**config.mk**
```make
export PLATFORM = sky130hd
export DESIGN_NAME = cardbus_secondary_status
export DESIGN_NICKNAME = d
export VERILOG_FILES = /design/src/include/cb_status_pkg.sv /design/src/rtl/cardbus_secondary_status.sv
export VERILOG_INCLUDE_DIRS = /design/src /design/src/include
export SDC_FILE = /design/constraint.sdc
export NUM_CORES = 1
export LEC_CHECK = 0
export ABC_AREA = 1
export ABC_CLOCK_PERIOD_IN_PS = 950
export BUFFER_PORTS_ARGS = -buffer_cell sky130_fd_sc_hd__buf_2
export CORE_ASPECT_RATIO = 0.9
export CORE_UTILIZATION = 40
export CTS_CLUSTER_DIAMETER = 30
export DETAILED_ROUTE_END_ITERATION = 10
export PLACE_DENSITY = 0.78
export REMOVE_ABC_BUFFERS = 1
export SYNTH_ARGS = -nofsm -noshare
export SYNTH_HDL_FRONTEND = slang
export SYNTH_SLANG_ARGS = --single-unit
```
**constraint.sdc**
```tcl
create_clock -name CORE_CLK -period 0.95 [get_ports CORE_CLK]
set_input_delay 0.095 -clock CORE_CLK [delete_from_list [all_inputs] [get_ports CORE_CLK]]
set_output_delay 0.095 -clock CORE_CLK [all_outputs]
set_load 0.1 [all_outputs]
```
**src/include/cb_status_defs.svh**
```systemverilog
/*
 * offsets, field positions, reset value and fixed field codes of the
 * cardbus side status register. assumes inclusion by bare name.
 */
`ifndef CB_STATUS_DEFS_SVH
`define CB_STATUS_DEFS_SVH

`define CBS_OFFSET 8'h16
`define CBS_RESET 16'h0200
`define CBS_BIT_DET_PAR 15
`define CBS_BIT_SIG_SERR 14
`define CBS_BIT_RCV_MABT 13
`define CBS_BIT_RCV_TABT 12
`define CBS_BIT_SIG_TABT 11
`define CBS_TIMING_HI 10
`define CBS_TIMING_LO 9
`define CBS_BIT_DATA_PAR 8
`define CBS_BIT_FBB 7
`define CBS_TIMING_MEDIUM 2'h1
`define CBS_NUM_SOCKETS 2

`endif

```
**src/include/cb_status_pkg.sv**
```systemverilog
/*
 * types shared by the cardbus side status register.
 * assumes nothing of its surroundings.
 */
package cb_status_pkg;
    typedef logic [15:0] status_word_t;
    typedef logic [5:0] sticky_flags_t;
endpackage : cb_status_pkg

```
**src/rtl/cardbus_secondary_status.sv**
```systemverilog
/*
 * per-socket cardbus side status register: sticky error flags set by
 * bus events, cleared by writing ones through configuration space.
 * assumes the config decoder supplies an offset, byte enables and a
 * one-cycle write strobe selecting one socket function.
 */
`timescale 1ns/1ps
`include "cb_status_defs.svh"

// Contract
// - writing one clears a sticky flag; writing zero leaves it
// - each socket function keeps its own independent copy
// - any address or data parity error sets detected parity flag
// - card asserting system error sets the signalled system error flag
// - bridge never drives the card system error line, only monitors it
// - master abort on a bridge-initiated cycle sets received master abort
// - target abort on a bridge-initiated cycle sets received target abort
// - bridge terminating as target with abort sets signalled target abort
// - select timing field reads constant medium code, writes ignored
// - data parity flag needs perr, bridge master and response enable
// - fast back-to-back capable bit always reads zero
module cardbus_secondary_status (
    input wire logic CORE_CLK,
    input wire logic RESET,
    input wire logic [7:0] CFG_OFFSET,
    input wire logic CFG_FUNC,
    input wire logic CFG_WR,
    input wire logic [1:0] CFG_BE,
    input wire logic [15:0] CFG_WDATA,
    output logic [15:0] CFG_RDATA,
    input wire logic [1:0] ADDR_PARITY_ERR,
    input wire logic [1:0] DATA_PARITY_ERR,
    input wire logic [1:0] CSERR_N,
    input wire logic [1:0] MASTER_ABORT_RCVD,
    input wire logic [1:0] TARGET_ABORT_RCVD,
    input wire logic [1:0] TARGET_ABORT_SIGNALLED,
    input wire logic [1:0] CPERR_N,
    input wire logic [1:0] BRIDGE_IS_MASTER,
    input wire logic [1:0] PERR_RESPONSE_EN,
    output logic [1:0] CSERR_N_OUT,
    output logic [1:0] CSERR_N_OE_N
);

    // ------------------------------------------------------------
    // register select
    // ------------------------------------------------------------
    function automatic logic hits_status(input logic [7:0] off);
        hits_status = (off == `CBS_OFFSET);
    endfunction : hits_status

    // flags held as {det_par, sig_serr, rcv_mabt, rcv_tabt, sig_tabt, data_par}
    cb_status_pkg::sticky_flags_t flags_ff [`CBS_NUM_SOCKETS];
    cb_status_pkg::sticky_flags_t set_ev [`CBS_NUM_SOCKETS];
    cb_status_pkg::sticky_flags_t clr_ev [`CBS_NUM_SOCKETS];

    // ------------------------------------------------------------
    // system error line: input only
    // ------------------------------------------------------------
    // the card owns this line; keep our driver parked so it can never fight
    assign CSERR_N_OUT = 2'h3;
    assign CSERR_N_OE_N = 2'h3;

    // ------------------------------------------------------------
    // per-socket flag storage
    // ------------------------------------------------------------
    genvar s;
    generate
        for (s = 0; s < `CBS_NUM_SOCKETS; s = s + 1) begin : g_sock
            logic wr_hit;
            assign wr_hit = CFG_WR && hits_status(CFG_OFFSET) && (CFG_FUNC == 1'(s));
            assign set_ev[s] = {
                ADDR_PARITY_ERR[s] | DATA_PARITY_ERR[s],
                ~CSERR_N[s],
                MASTER_ABORT_RCVD[s],
                TARGET_ABORT_RCVD[s],
                TARGET_ABORT_SIGNALLED[s],
                ~CPERR_N[s] & BRIDGE_IS_MASTER[s] & PERR_RESPONSE_EN[s]
            };
            // high byte lane carries bits 15..11 and bit 8
            assign clr_ev[s] = wr_hit ? {CFG_WDATA[15:11] & {5{CFG_BE[1]}},
                                         CFG_WDATA[`CBS_BIT_DATA_PAR] & CFG_BE[1]}
                                      : 6'h00;
            // a set in the same cycle as a clear wins so no event is lost
            always_ff @(posedge CORE_CLK) begin
                if (RESET) begin
                    flags_ff[s] <= 6'h00;
                end else begin
                    flags_ff[s] <= (flags_ff[s] & ~clr_ev[s]) | set_ev[s];
                end
            end
        end
    endgenerate

    // ------------------------------------------------------------
    // read path
    // ------------------------------------------------------------
    cb_status_pkg::status_word_t nxt_rdata;
    cb_status_pkg::status_word_t rdata_ff;
    cb_status_pkg::sticky_flags_t sel_flags;

    always_comb begin
        sel_flags = flags_ff[CFG_FUNC];
        nxt_rdata = 16'h0000;
        if (hits_status(CFG_OFFSET)) begin
            nxt_rdata[15:11] = sel_flags[5:1];
            nxt_rdata[`CBS_TIMING_HI:`CBS_TIMING_LO] = `CBS_TIMING_MEDIUM;
            nxt_rdata[`CBS_BIT_DATA_PAR] = sel_flags[0];
            nxt_rdata[`CBS_BIT_FBB] = 1'b0;
            nxt_rdata[6:0] = 7'h00;
        end else begin
            nxt_rdata = 16'h0000;
        end
    end

    always_ff @(posedge CORE_CLK) begin
        if (RESET) begin
            rdata_ff <= 16'h0000;
        end else begin
            rdata_ff <= nxt_rdata;
        end
    end
    assign CFG_RDATA = rdata_ff;

    // ------------------------------------------------------------
    // checks
    // ------------------------------------------------------------
    logic hit_now;
    assign hit_now = hits_status(CFG_OFFSET);
    // clearing write per socket, decoded apart from the flag logic
    logic [1:0] wr_sock;
    assign wr_sock[0] = CFG_WR && hit_now && CFG_BE[1] && !CFG_FUNC;
    assign wr_sock[1] = CFG_WR && hit_now && CFG_BE[1] && CFG_FUNC;

    clear_one_a: assert property (@(posedge CORE_CLK) disable iff (RESET)
        (CFG_WR && hit_now && CFG_BE[1] && CFG_WDATA[15] && !CFG_FUNC
         && !ADDR_PARITY_ERR[0] && !DATA_PARITY_ERR[0]) |=> !flags_ff[0][5])
        else $error("parity flag not cleared by write of one");
    keep_zero_a: assert property (@(posedge CORE_CLK) disable iff (RESET)
        (flags_ff[0][4] && !(CFG_WR && hit_now && !CFG_FUNC && CFG_BE[1]
         && CFG_WDATA[14])) |=> flags_ff[0][4])
        else $error("system error flag lost without a clear");
    socket_split_a: assert property (@(posedge CORE_CLK) disable iff (RESET)
        (!flags_ff[1][3] && !MASTER_ABORT_RCVD[1] && MASTER_ABORT_RCVD[0]) |=> !flags_ff[1][3])
        else $error("socket 0 abort reached socket 1");
    det_parity_a: assert property (@(posedge CORE_CLK) disable iff (RESET)
        ADDR_PARITY_ERR[1] |=> flags_ff[1][5])
        else $error("address parity error not recorded");
    serr_set_a: assert property (@(posedge CORE_CLK) disable iff (RESET)
        !CSERR_N[0] |=> flags_ff[0][4])
        else $error("card system error not recorded");
    serr_parked_a: assert property (@(posedge CORE_CLK) CSERR_N_OE_N == 2'h3)
        else $error("system error line driven");
    abort_set_a: assert property (@(posedge CORE_CLK) disable iff (RESET)
        MASTER_ABORT_RCVD[0] |=> flags_ff[0][3])
        else $error("master abort not recorded");
    tabt_rcv_a: assert property (@(posedge CORE_CLK) disable iff (RESET)
        TARGET_ABORT_RCVD[1] |=> flags_ff[1][2])
        else $error("received target abort not recorded");
    tabt_sig_a: assert property (@(posedge CORE_CLK) disable iff (RESET)
        TARGET_ABORT_SIGNALLED[0] |=> flags_ff[0][1])
        else $error("signalled target abort not recorded");
    timing_const_a: assert property (@(posedge CORE_CLK) disable iff (RESET)
        hit_now |=> CFG_RDATA[10:9] == 2'h1)
        else $error("select timing field wrong");
    dpar_gate_a: assert property (@(posedge CORE_CLK) disable iff (RESET)
        (!flags_ff[0][0] && !PERR_RESPONSE_EN[0]) |=> !flags_ff[0][0])
        else $error("data parity set without response enable");
    fbb_zero_a: assert property (@(posedge CORE_CLK) disable iff (RESET)
        CFG_RDATA[7:0] == 8'h00)
        else $error("low bits of status not zero");

    // ------------------------------------------------------------
    // set paths on both sockets
    // ------------------------------------------------------------
    addr_par_a: assert property (@(posedge CORE_CLK) disable iff (RESET)
        ADDR_PARITY_ERR[0] |=> flags_ff[0][5])
        else $error("address parity error on socket 0 not recorded");
    data_par_a: assert property (@(posedge CORE_CLK) disable iff (RESET)
        DATA_PARITY_ERR[0] |=> flags_ff[0][5])
        else $error("data phase parity error on socket 0 not recorded");
    dpe_one_a: assert property (@(posedge CORE_CLK) disable iff (RESET)
        DATA_PARITY_ERR[1] |=> flags_ff[1][5])
        else $error("data phase parity error on socket 1 not recorded");
    serr_one_a: assert property (@(posedge CORE_CLK) disable iff (RESET)
        !CSERR_N[1] |=> flags_ff[1][4])
        else $error("card system error on socket 1 not recorded");
    abort_one_a: assert property (@(posedge CORE_CLK) disable iff (RESET)
        MASTER_ABORT_RCVD[1] |=> flags_ff[1][3])
        else $error("master abort on socket 1 not recorded");
    tabt_zero_a: assert property (@(posedge CORE_CLK) disable iff (RESET)
        TARGET_ABORT_RCVD[0] |=> flags_ff[0][2])
        else $error("received target abort on socket 0 not recorded");
    tsig_one_a: assert property (@(posedge CORE_CLK) disable iff (RESET)
        TARGET_ABORT_SIGNALLED[1] |=> flags_ff[1][1])
        else $error("signalled target abort on socket 1 not recorded");
    dpar_set_a: assert property (@(posedge CORE_CLK) disable iff (RESET)
        (!CPERR_N[0] && BRIDGE_IS_MASTER[0] && PERR_RESPONSE_EN[0]) |=> flags_ff[0][0])
        else $error("data parity error on socket 0 not recorded");
    dpar_one_a: assert property (@(posedge CORE_CLK) disable iff (RESET)
        (!CPERR_N[1] && BRIDGE_IS_MASTER[1] && PERR_RESPONSE_EN[1]) |=> flags_ff[1][0])
        else $error("data parity error on socket 1 not recorded");

    // ------------------------------------------------------------
    // data parity gating
    // ------------------------------------------------------------
    dpar_master_a: assert property (@(posedge CORE_CLK) disable iff (RESET)
        (!flags_ff[1][0] && !BRIDGE_IS_MASTER[1]) |=> !flags_ff[1][0])
        else $error("data parity set while not bus master");
    dpar_perr_a: assert property (@(posedge CORE_CLK) disable iff (RESET)
        (!flags_ff[0][0] && CPERR_N[0]) |=> !flags_ff[0][0])
        else $error("data parity set without parity error line");
    dpar_enable_a: assert property (@(posedge CORE_CLK) disable iff (RESET)
        (!flags_ff[1][0] && !PERR_RESPONSE_EN[1]) |=> !flags_ff[1][0])
        else $error("data parity set on socket 1 without response enable");

    // ------------------------------------------------------------
    // write one to clear, zero and other offsets leave flags alone
    // ------------------------------------------------------------
    clear_par1_a: assert property (@(posedge CORE_CLK) disable iff (RESET)
        (wr_sock[1] && CFG_WDATA[15] && !ADDR_PARITY_ERR[1] && !DATA_PARITY_ERR[1])
        |=> !flags_ff[1][5])
        else $error("socket 1 parity flag not cleared by write of one");
    clear_serr_a: assert property (@(posedge CORE_CLK) disable iff (RESET)
        (wr_sock[1] && CFG_WDATA[14] && CSERR_N[1]) |=> !flags_ff[1][4])
        else $error("socket 1 system error flag not cleared");
    clear_serr0_a: assert property (@(posedge CORE_CLK) disable iff (RESET)
        (wr_sock[0] && CFG_WDATA[14] && CSERR_N[0]) |=> !flags_ff[0][4])
        else $error("socket 0 system error flag not cleared");
    clear_mabt_a: assert property (@(posedge CORE_CLK) disable iff (RESET)
        (wr_sock[0] && CFG_WDATA[13] && !MASTER_ABORT_RCVD[0]) |=> !flags_ff[0][3])
        else $error("socket 0 master abort flag not cleared");
    clear_mabt1_a: assert property (@(posedge CORE_CLK) disable iff (RESET)
        (wr_sock[1] && CFG_WDATA[13] && !MASTER_ABORT_RCVD[1]) |=> !flags_ff[1][3])
        else $error("socket 1 master abort flag not cleared");
    clear_rtabt_a: assert property (@(posedge CORE_CLK) disable iff (RESET)
        (wr_sock[0] && CFG_WDATA[12] && !TARGET_ABORT_RCVD[0]) |=> !flags_ff[0][2])
        else $error("socket 0 received target abort flag not cleared");
    clear_rtabt1_a: assert property (@(posedge CORE_CLK) disable iff (RESET)
        (wr_sock[1] && CFG_WDATA[12] && !TARGET_ABORT_RCVD[1]) |=> !flags_ff[1][2])
        else $error("socket 1 received target abort flag not cleared");
    clear_stabt_a: assert property (@(posedge CORE_CLK) disable iff (RESET)
        (wr_sock[1] && CFG_WDATA[11] && !TARGET_ABORT_SIGNALLED[1]) |=> !flags_ff[1][1])
        else $error("socket 1 signalled target abort flag not cleared");
    clear_stabt0_a: assert property (@(posedge CORE_CLK) disable iff (RESET)
        (wr_sock[0] && CFG_WDATA[11] && !TARGET_ABORT_SIGNALLED[0]) |=> !flags_ff[0][1])
        else $error("socket 0 signalled target abort flag not cleared");
    clear_dpar_a: assert property (@(posedge CORE_CLK) disable iff (RESET)
        (wr_sock[1] && CFG_WDATA[8] && CPERR_N[1]) |=> !flags_ff[1][0])
        else $error("socket 1 data parity flag not cleared");
    clear_dpar0_a: assert property (@(posedge CORE_CLK) disable iff (RESET)
        (wr_sock[0] && CFG_WDATA[8] && CPERR_N[0]) |=> !flags_ff[0][0])
        else $error("socket 0 data parity flag not cleared");
    hold_high_a: assert property (@(posedge CORE_CLK) disable iff (RESET)
        (flags_ff[1][5] && !(wr_sock[1] && CFG_WDATA[15])) |=> flags_ff[1][5])
        else $error("socket 1 parity flag lost without a clear");
    hold_dpar_a: assert property (@(posedge CORE_CLK) disable iff (RESET)
        (flags_ff[0][0] && !(wr_sock[0] && CFG_WDATA[8])) |=> flags_ff[0][0])
        else $error("socket 0 data parity flag lost without a clear");
    zero_keep_a: assert property (@(posedge CORE_CLK) disable iff (RESET)
        (flags_ff[1][1] && !(wr_sock[1] && CFG_WDATA[11])) |=> flags_ff[1][1])
        else $error("socket 1 signalled abort flag lost without a clear");
    be_gate_a: assert property (@(posedge CORE_CLK) disable iff (RESET)
        (flags_ff[0][3] && !CFG_BE[1]) |=> flags_ff[0][3])
        else $error("flag cleared with high byte lane disabled");
    off_ignore_a: assert property (@(posedge CORE_CLK) disable iff (RESET)
        (flags_ff[0][2] && !hit_now) |=> flags_ff[0][2])
        else $error("flag cleared by access to another offset");
    set_wins_a: assert property (@(posedge CORE_CLK) disable iff (RESET)
        (TARGET_ABORT_RCVD[1] && wr_sock[1] && CFG_WDATA[12]) |=> flags_ff[1][2])
        else $error("event lost to a clear in the same cycle");

    // ------------------------------------------------------------
    // socket separation and read path
    // ------------------------------------------------------------
    split_back_a: assert property (@(posedge CORE_CLK) disable iff (RESET)
        (!flags_ff[0][1] && !TARGET_ABORT_SIGNALLED[0] && TARGET_ABORT_SIGNALLED[1])
        |=> !flags_ff[0][1])
        else $error("socket 1 abort reached socket 0");
    write_split_a: assert property (@(posedge CORE_CLK) disable iff (RESET)
        (flags_ff[1][3] && CFG_WR && !CFG_FUNC) |=> flags_ff[1][3])
        else $error("write to socket 0 cleared socket 1");
    write_cross_a: assert property (@(posedge CORE_CLK) disable iff (RESET)
        (flags_ff[0][4] && CFG_WR && CFG_FUNC) |=> flags_ff[0][4])
        else $error("write to socket 1 cleared socket 0");
    serr_split_a: assert property (@(posedge CORE_CLK) disable iff (RESET)
        (!flags_ff[1][4] && CSERR_N[1] && !CSERR_N[0]) |=> !flags_ff[1][4])
        else $error("socket 0 system error reached socket 1");
    read_zero_a: assert property (@(posedge CORE_CLK) disable iff (RESET)
        (hit_now && !CFG_FUNC) |=> CFG_RDATA[15:11] == $past(flags_ff[0][5:1]))
        else $error("read of socket 0 shows the wrong copy");
    read_one_a: assert property (@(posedge CORE_CLK) disable iff (RESET)
        (hit_now && CFG_FUNC) |=> CFG_RDATA[8] == $past(flags_ff[1][0]))
        else $error("read of socket 1 shows the wrong copy");

    // ------------------------------------------------------------
    // fixed fields and the parked system error driver
    // ------------------------------------------------------------
    fbb_bit_a: assert property (@(posedge CORE_CLK) disable iff (RESET)
        hit_now |=> !CFG_RDATA[7])
        else $error("fast back-to-back bit reads one");
    low_bits_a: assert property (@(posedge CORE_CLK) disable iff (RESET)
        hit_now |=> CFG_RDATA[6:0] == 7'h00)
        else $error("reserved low bits not zero");
    timing_one_a: assert property (@(posedge CORE_CLK) disable iff (RESET)
        (hit_now && CFG_FUNC) |=> CFG_RDATA[10:9] == 2'h1)
        else $error("select timing field wrong on socket 1");
    serr_out_a: assert property (@(posedge CORE_CLK) CSERR_N_OUT == 2'h3)
        else $error("system error output value not parked high");

    c_clear: cover property (@(posedge CORE_CLK) CFG_WR && hit_now && CFG_WDATA[15]);
    c_dpar: cover property (@(posedge CORE_CLK) flags_ff[1][0]);
    c_race: cover property (@(posedge CORE_CLK) CFG_WR && hit_now && MASTER_ABORT_RCVD[0]);
    c_set_wins: cover property (@(posedge CORE_CLK)
        TARGET_ABORT_RCVD[1] && wr_sock[1] && CFG_WDATA[12]);
    c_reset_mid: cover property (@(posedge CORE_CLK) RESET && flags_ff[1][5]);

endmodule : cardbus_secondary_status

```
==> reports/qor.csv <==
stage,metric,value,unit
run_status,status,finished clean,
placed_design,dp_cells,193,
worst_setup_path,cp_data_required_time,0.85,ns
timing,fin_crit_sh,97.0,%
synth,synth_top_cell_by_area,dfxtp_1,
route,ant_nets,0,
synth,ys_warn_count,0,
route,wl,2070,um
worst_setup_path,crit_arrival,0.83,ns
clocking,cts_made_buffers,3,
worst_setup_path,crit_path_max_fanout,1,
global_routing,grt.total_usage,17.0,%
floorplan,start_util,43.4,%
power_and_ir_drop,power,1.68,mW
worst_setup_path,cp_slowest_cell,dfxtp_2,
floorplan,core_area,2220,um2
floorplan,rows,16,
power_and_ir_drop,p_leak,0.653,nW
worst_setup_path,crit_type,reg -> out,
route,dr.pass1.iters,4,
synth,synth_cells,128,
clocking,clk_pin_slew,0.10,ns
worst_setup_path,worstPathCellList,buf_12,
cells_and_area,fillers,197,
clocking,clk_path_buf_depth,2,
synth,ys_seq_area_share,39.5,%
clocking,clockRootBuffer,clkbuf_4,
worst_setup_path,end_kind,primary output,
timing,hold_viol,0,
timing,rsz0062_at_grt,false,
synth,syn_area,963,um2
timing,drv_slew,0,
worst_setup_path,cp_top_family,flip-flops,
global_routing,grt_pass1_wl,3280,um
route,drt-initial-drc-count,11,
placed_design,hpwl,1620,um
timing,setup_viol,0,
cells_and_area,final_nets,221,
route,wire_per_inst,10.4,um
route,num_vias,914,
timing,finalSetupTns,0,ns
cells_and_area,insertedDiodeCount,0,
global_routing,grt_max_degree,14,
global_routing,grt_overflow,0,
route,drcViolationCount,0,
synth,synthTopCellsByArea,"dfxtp_1 (39%), nand2_1 (12%), buf_4 (10%)",
synth,ys_types,19,
worst_setup_path,start_kind,register,
synth,syn_avg_cell_area,7.53,um2
min_path,hp-class,in -> reg,
flow_run,drv_cap,0,
global_routing,grt_pass1_vias,838,
timing,period_needed,0.922,ns
placed_design,port_buffers,43,
clocking,cts.sink_count,19,
floorplan,ios,68,
placed_design,place.gp.congestion,0.784,
timing,clock.fmax,1080,MHz
placed_design,dp_slack,-0.151,ns
cells_and_area,drive_gt1_share,39.5,%
cells_and_area,design_area,1300,um2
cells_and_area,layout.cells.non_filler,199,
clocking,htree_levels,1,
synth,yosysTopAreaCellShare,39.5,%
clocking,clk_latency,0.29,ns
floorplan,die_w,53.7,um
power_and_ir_drop,p_per_area,1290,nW/um2
worst_setup_path,cp_slowest_stage_delay,0.36,ns
power_and_ir_drop,peakVddDrop,883,uV
placed_design,placement.cell_area,1250,um2
cells_and_area,area.growth.synth_to_final,35.1,%
timing,layout_setup_ws,0.0281,ns
clocking,cts_tree,done,
clocking,postCtsSetupBuffers,0,
synth,synth_seq_cells,19,
floorplan,die_area,2610,um2
worst_setup_path,cp_num_buf_inv,1,
route,vias_per_cell,4.59,
global_routing,antenna_found_initial,0,
floorplan,dieHeight,48.6,um
timing,finalClockSkew,0.00331,ns
worst_setup_path,r2r_setup_slack,0.34,ns
==> flip-flops by register name, summed over array words and instances (netlist names) <==
signal     count
CFG_RDATA      7
flags_ff      12
==> worst paths after layout <==
kind	to	cells after the start	start
max	CFG_RDATA[11]	1	CFG_RDATA[11]
min	flags_ff[1][1]	3	TARGET_ABORT_SIGNALLED[1]
max reg2reg	CFG_RDATA[15]	2	flags_ff[0][5]
min reg2reg	flags_ff[1][1]	2	flags_ff[1][1]
==> layer usage <==
layer | routed length [um] | global-route usage, % | share of wire [%] | vias to the layer above
met5 | 0 | 0 | 0 | -
li1 | - | - | - | 467
met2 | 1070 | 32.3 | 52 | 38
met4 | 23 | 5.26 | 1.1 | 0
met1 | 823 | 17.4 | 40 | 405
met3 | 146 | 3.77 | 7.1 | 4
==> repair_timing <==
item / in CTS / in global routing
hold buffers: 2 / 0
setup endpoints to repair: 3 / 4
resized for setup: 3 / 4
endpoints found under the hold margin: 2 / 0
pin swaps: 0 / 0
cloned: 0 / 0
==> layout by cell type (no fill, tap or decap) <==
cell type / count
buf_4: 2
buf_2: 36
inv_1: 14
inv_4: 1
buf_12: 7
nand3b_1: 2
dfxtp_2: 7
inv_2: 2
nand2_2: 1
nand4_1: 12
a21oi_2: 6
nand2_1: 32
clkbuf_1: 1
clkbuf_4: 3
nor2_1: 4
nor2_4: 1
nor2_2: 1
dfxtp_1: 12
conb_1: 13
dlygate4sd3_1: 2
a21oi_1: 12
nor2_8: 1
==> cells in the mapped netlist, drive strengths merged <==
cell type,count
a21oi,18
buf,17
clkbuf,1
conb,2
dfxtp,19
inv,17
nand2,33
nand3b,2
nand4,12
nor2,7
==> stage by stage <==
stage          utilization, %  hold WS, ns
3_5_place_dp             56.1        0.289
4_1_cts                  58.3       0.0213
3_3_place_gp             56.1        0.286
5_1_grt                  58.6       0.0241
2_1_floorplan               -        0.164
6_report                 58.6       0.0222
==> report_power, final <==
group | switching [mW] | internal [mW] | total (mW)
Clock | 0.239 | 0.163 | 0.402
Combinational | 0.334 | 0.100 | 0.434
Sequential | 0.0168 | 0.831 | 0.848
Total | 0.589 | 1.09 | 1.68
==> kinds of logic after synthesis <==
kind of cell	synth area share [%]
other	0.780
DFF	39.5
and+or+nand+nor	27.9
AOI/OAI and AO/OA	11.7
buffers and inverters	20.1
==> worst min-delay path: cells and delay by family <==
family | cells | cell delay (ns)
AO/OA/AOI/OAI | 1 | 0.05
buffers and inverters | 2 | 0.14
==> layout make-up <==
cell class / instances / area [um2] / share of cell area (%)
Tap cell: 27 / 33.8 / 2.60
Timing Repair Buffer: 47 / 355 / 27.3
Clock buffer: 4 / 26.3 / 2.02
Sequential cell: 19 / 389 / 29.9
Inverter: 17 / 66.3 / 5.10
Multi-Input combinational cell: 85 / 430 / 33.1
(Power assumes the default switching activity.)
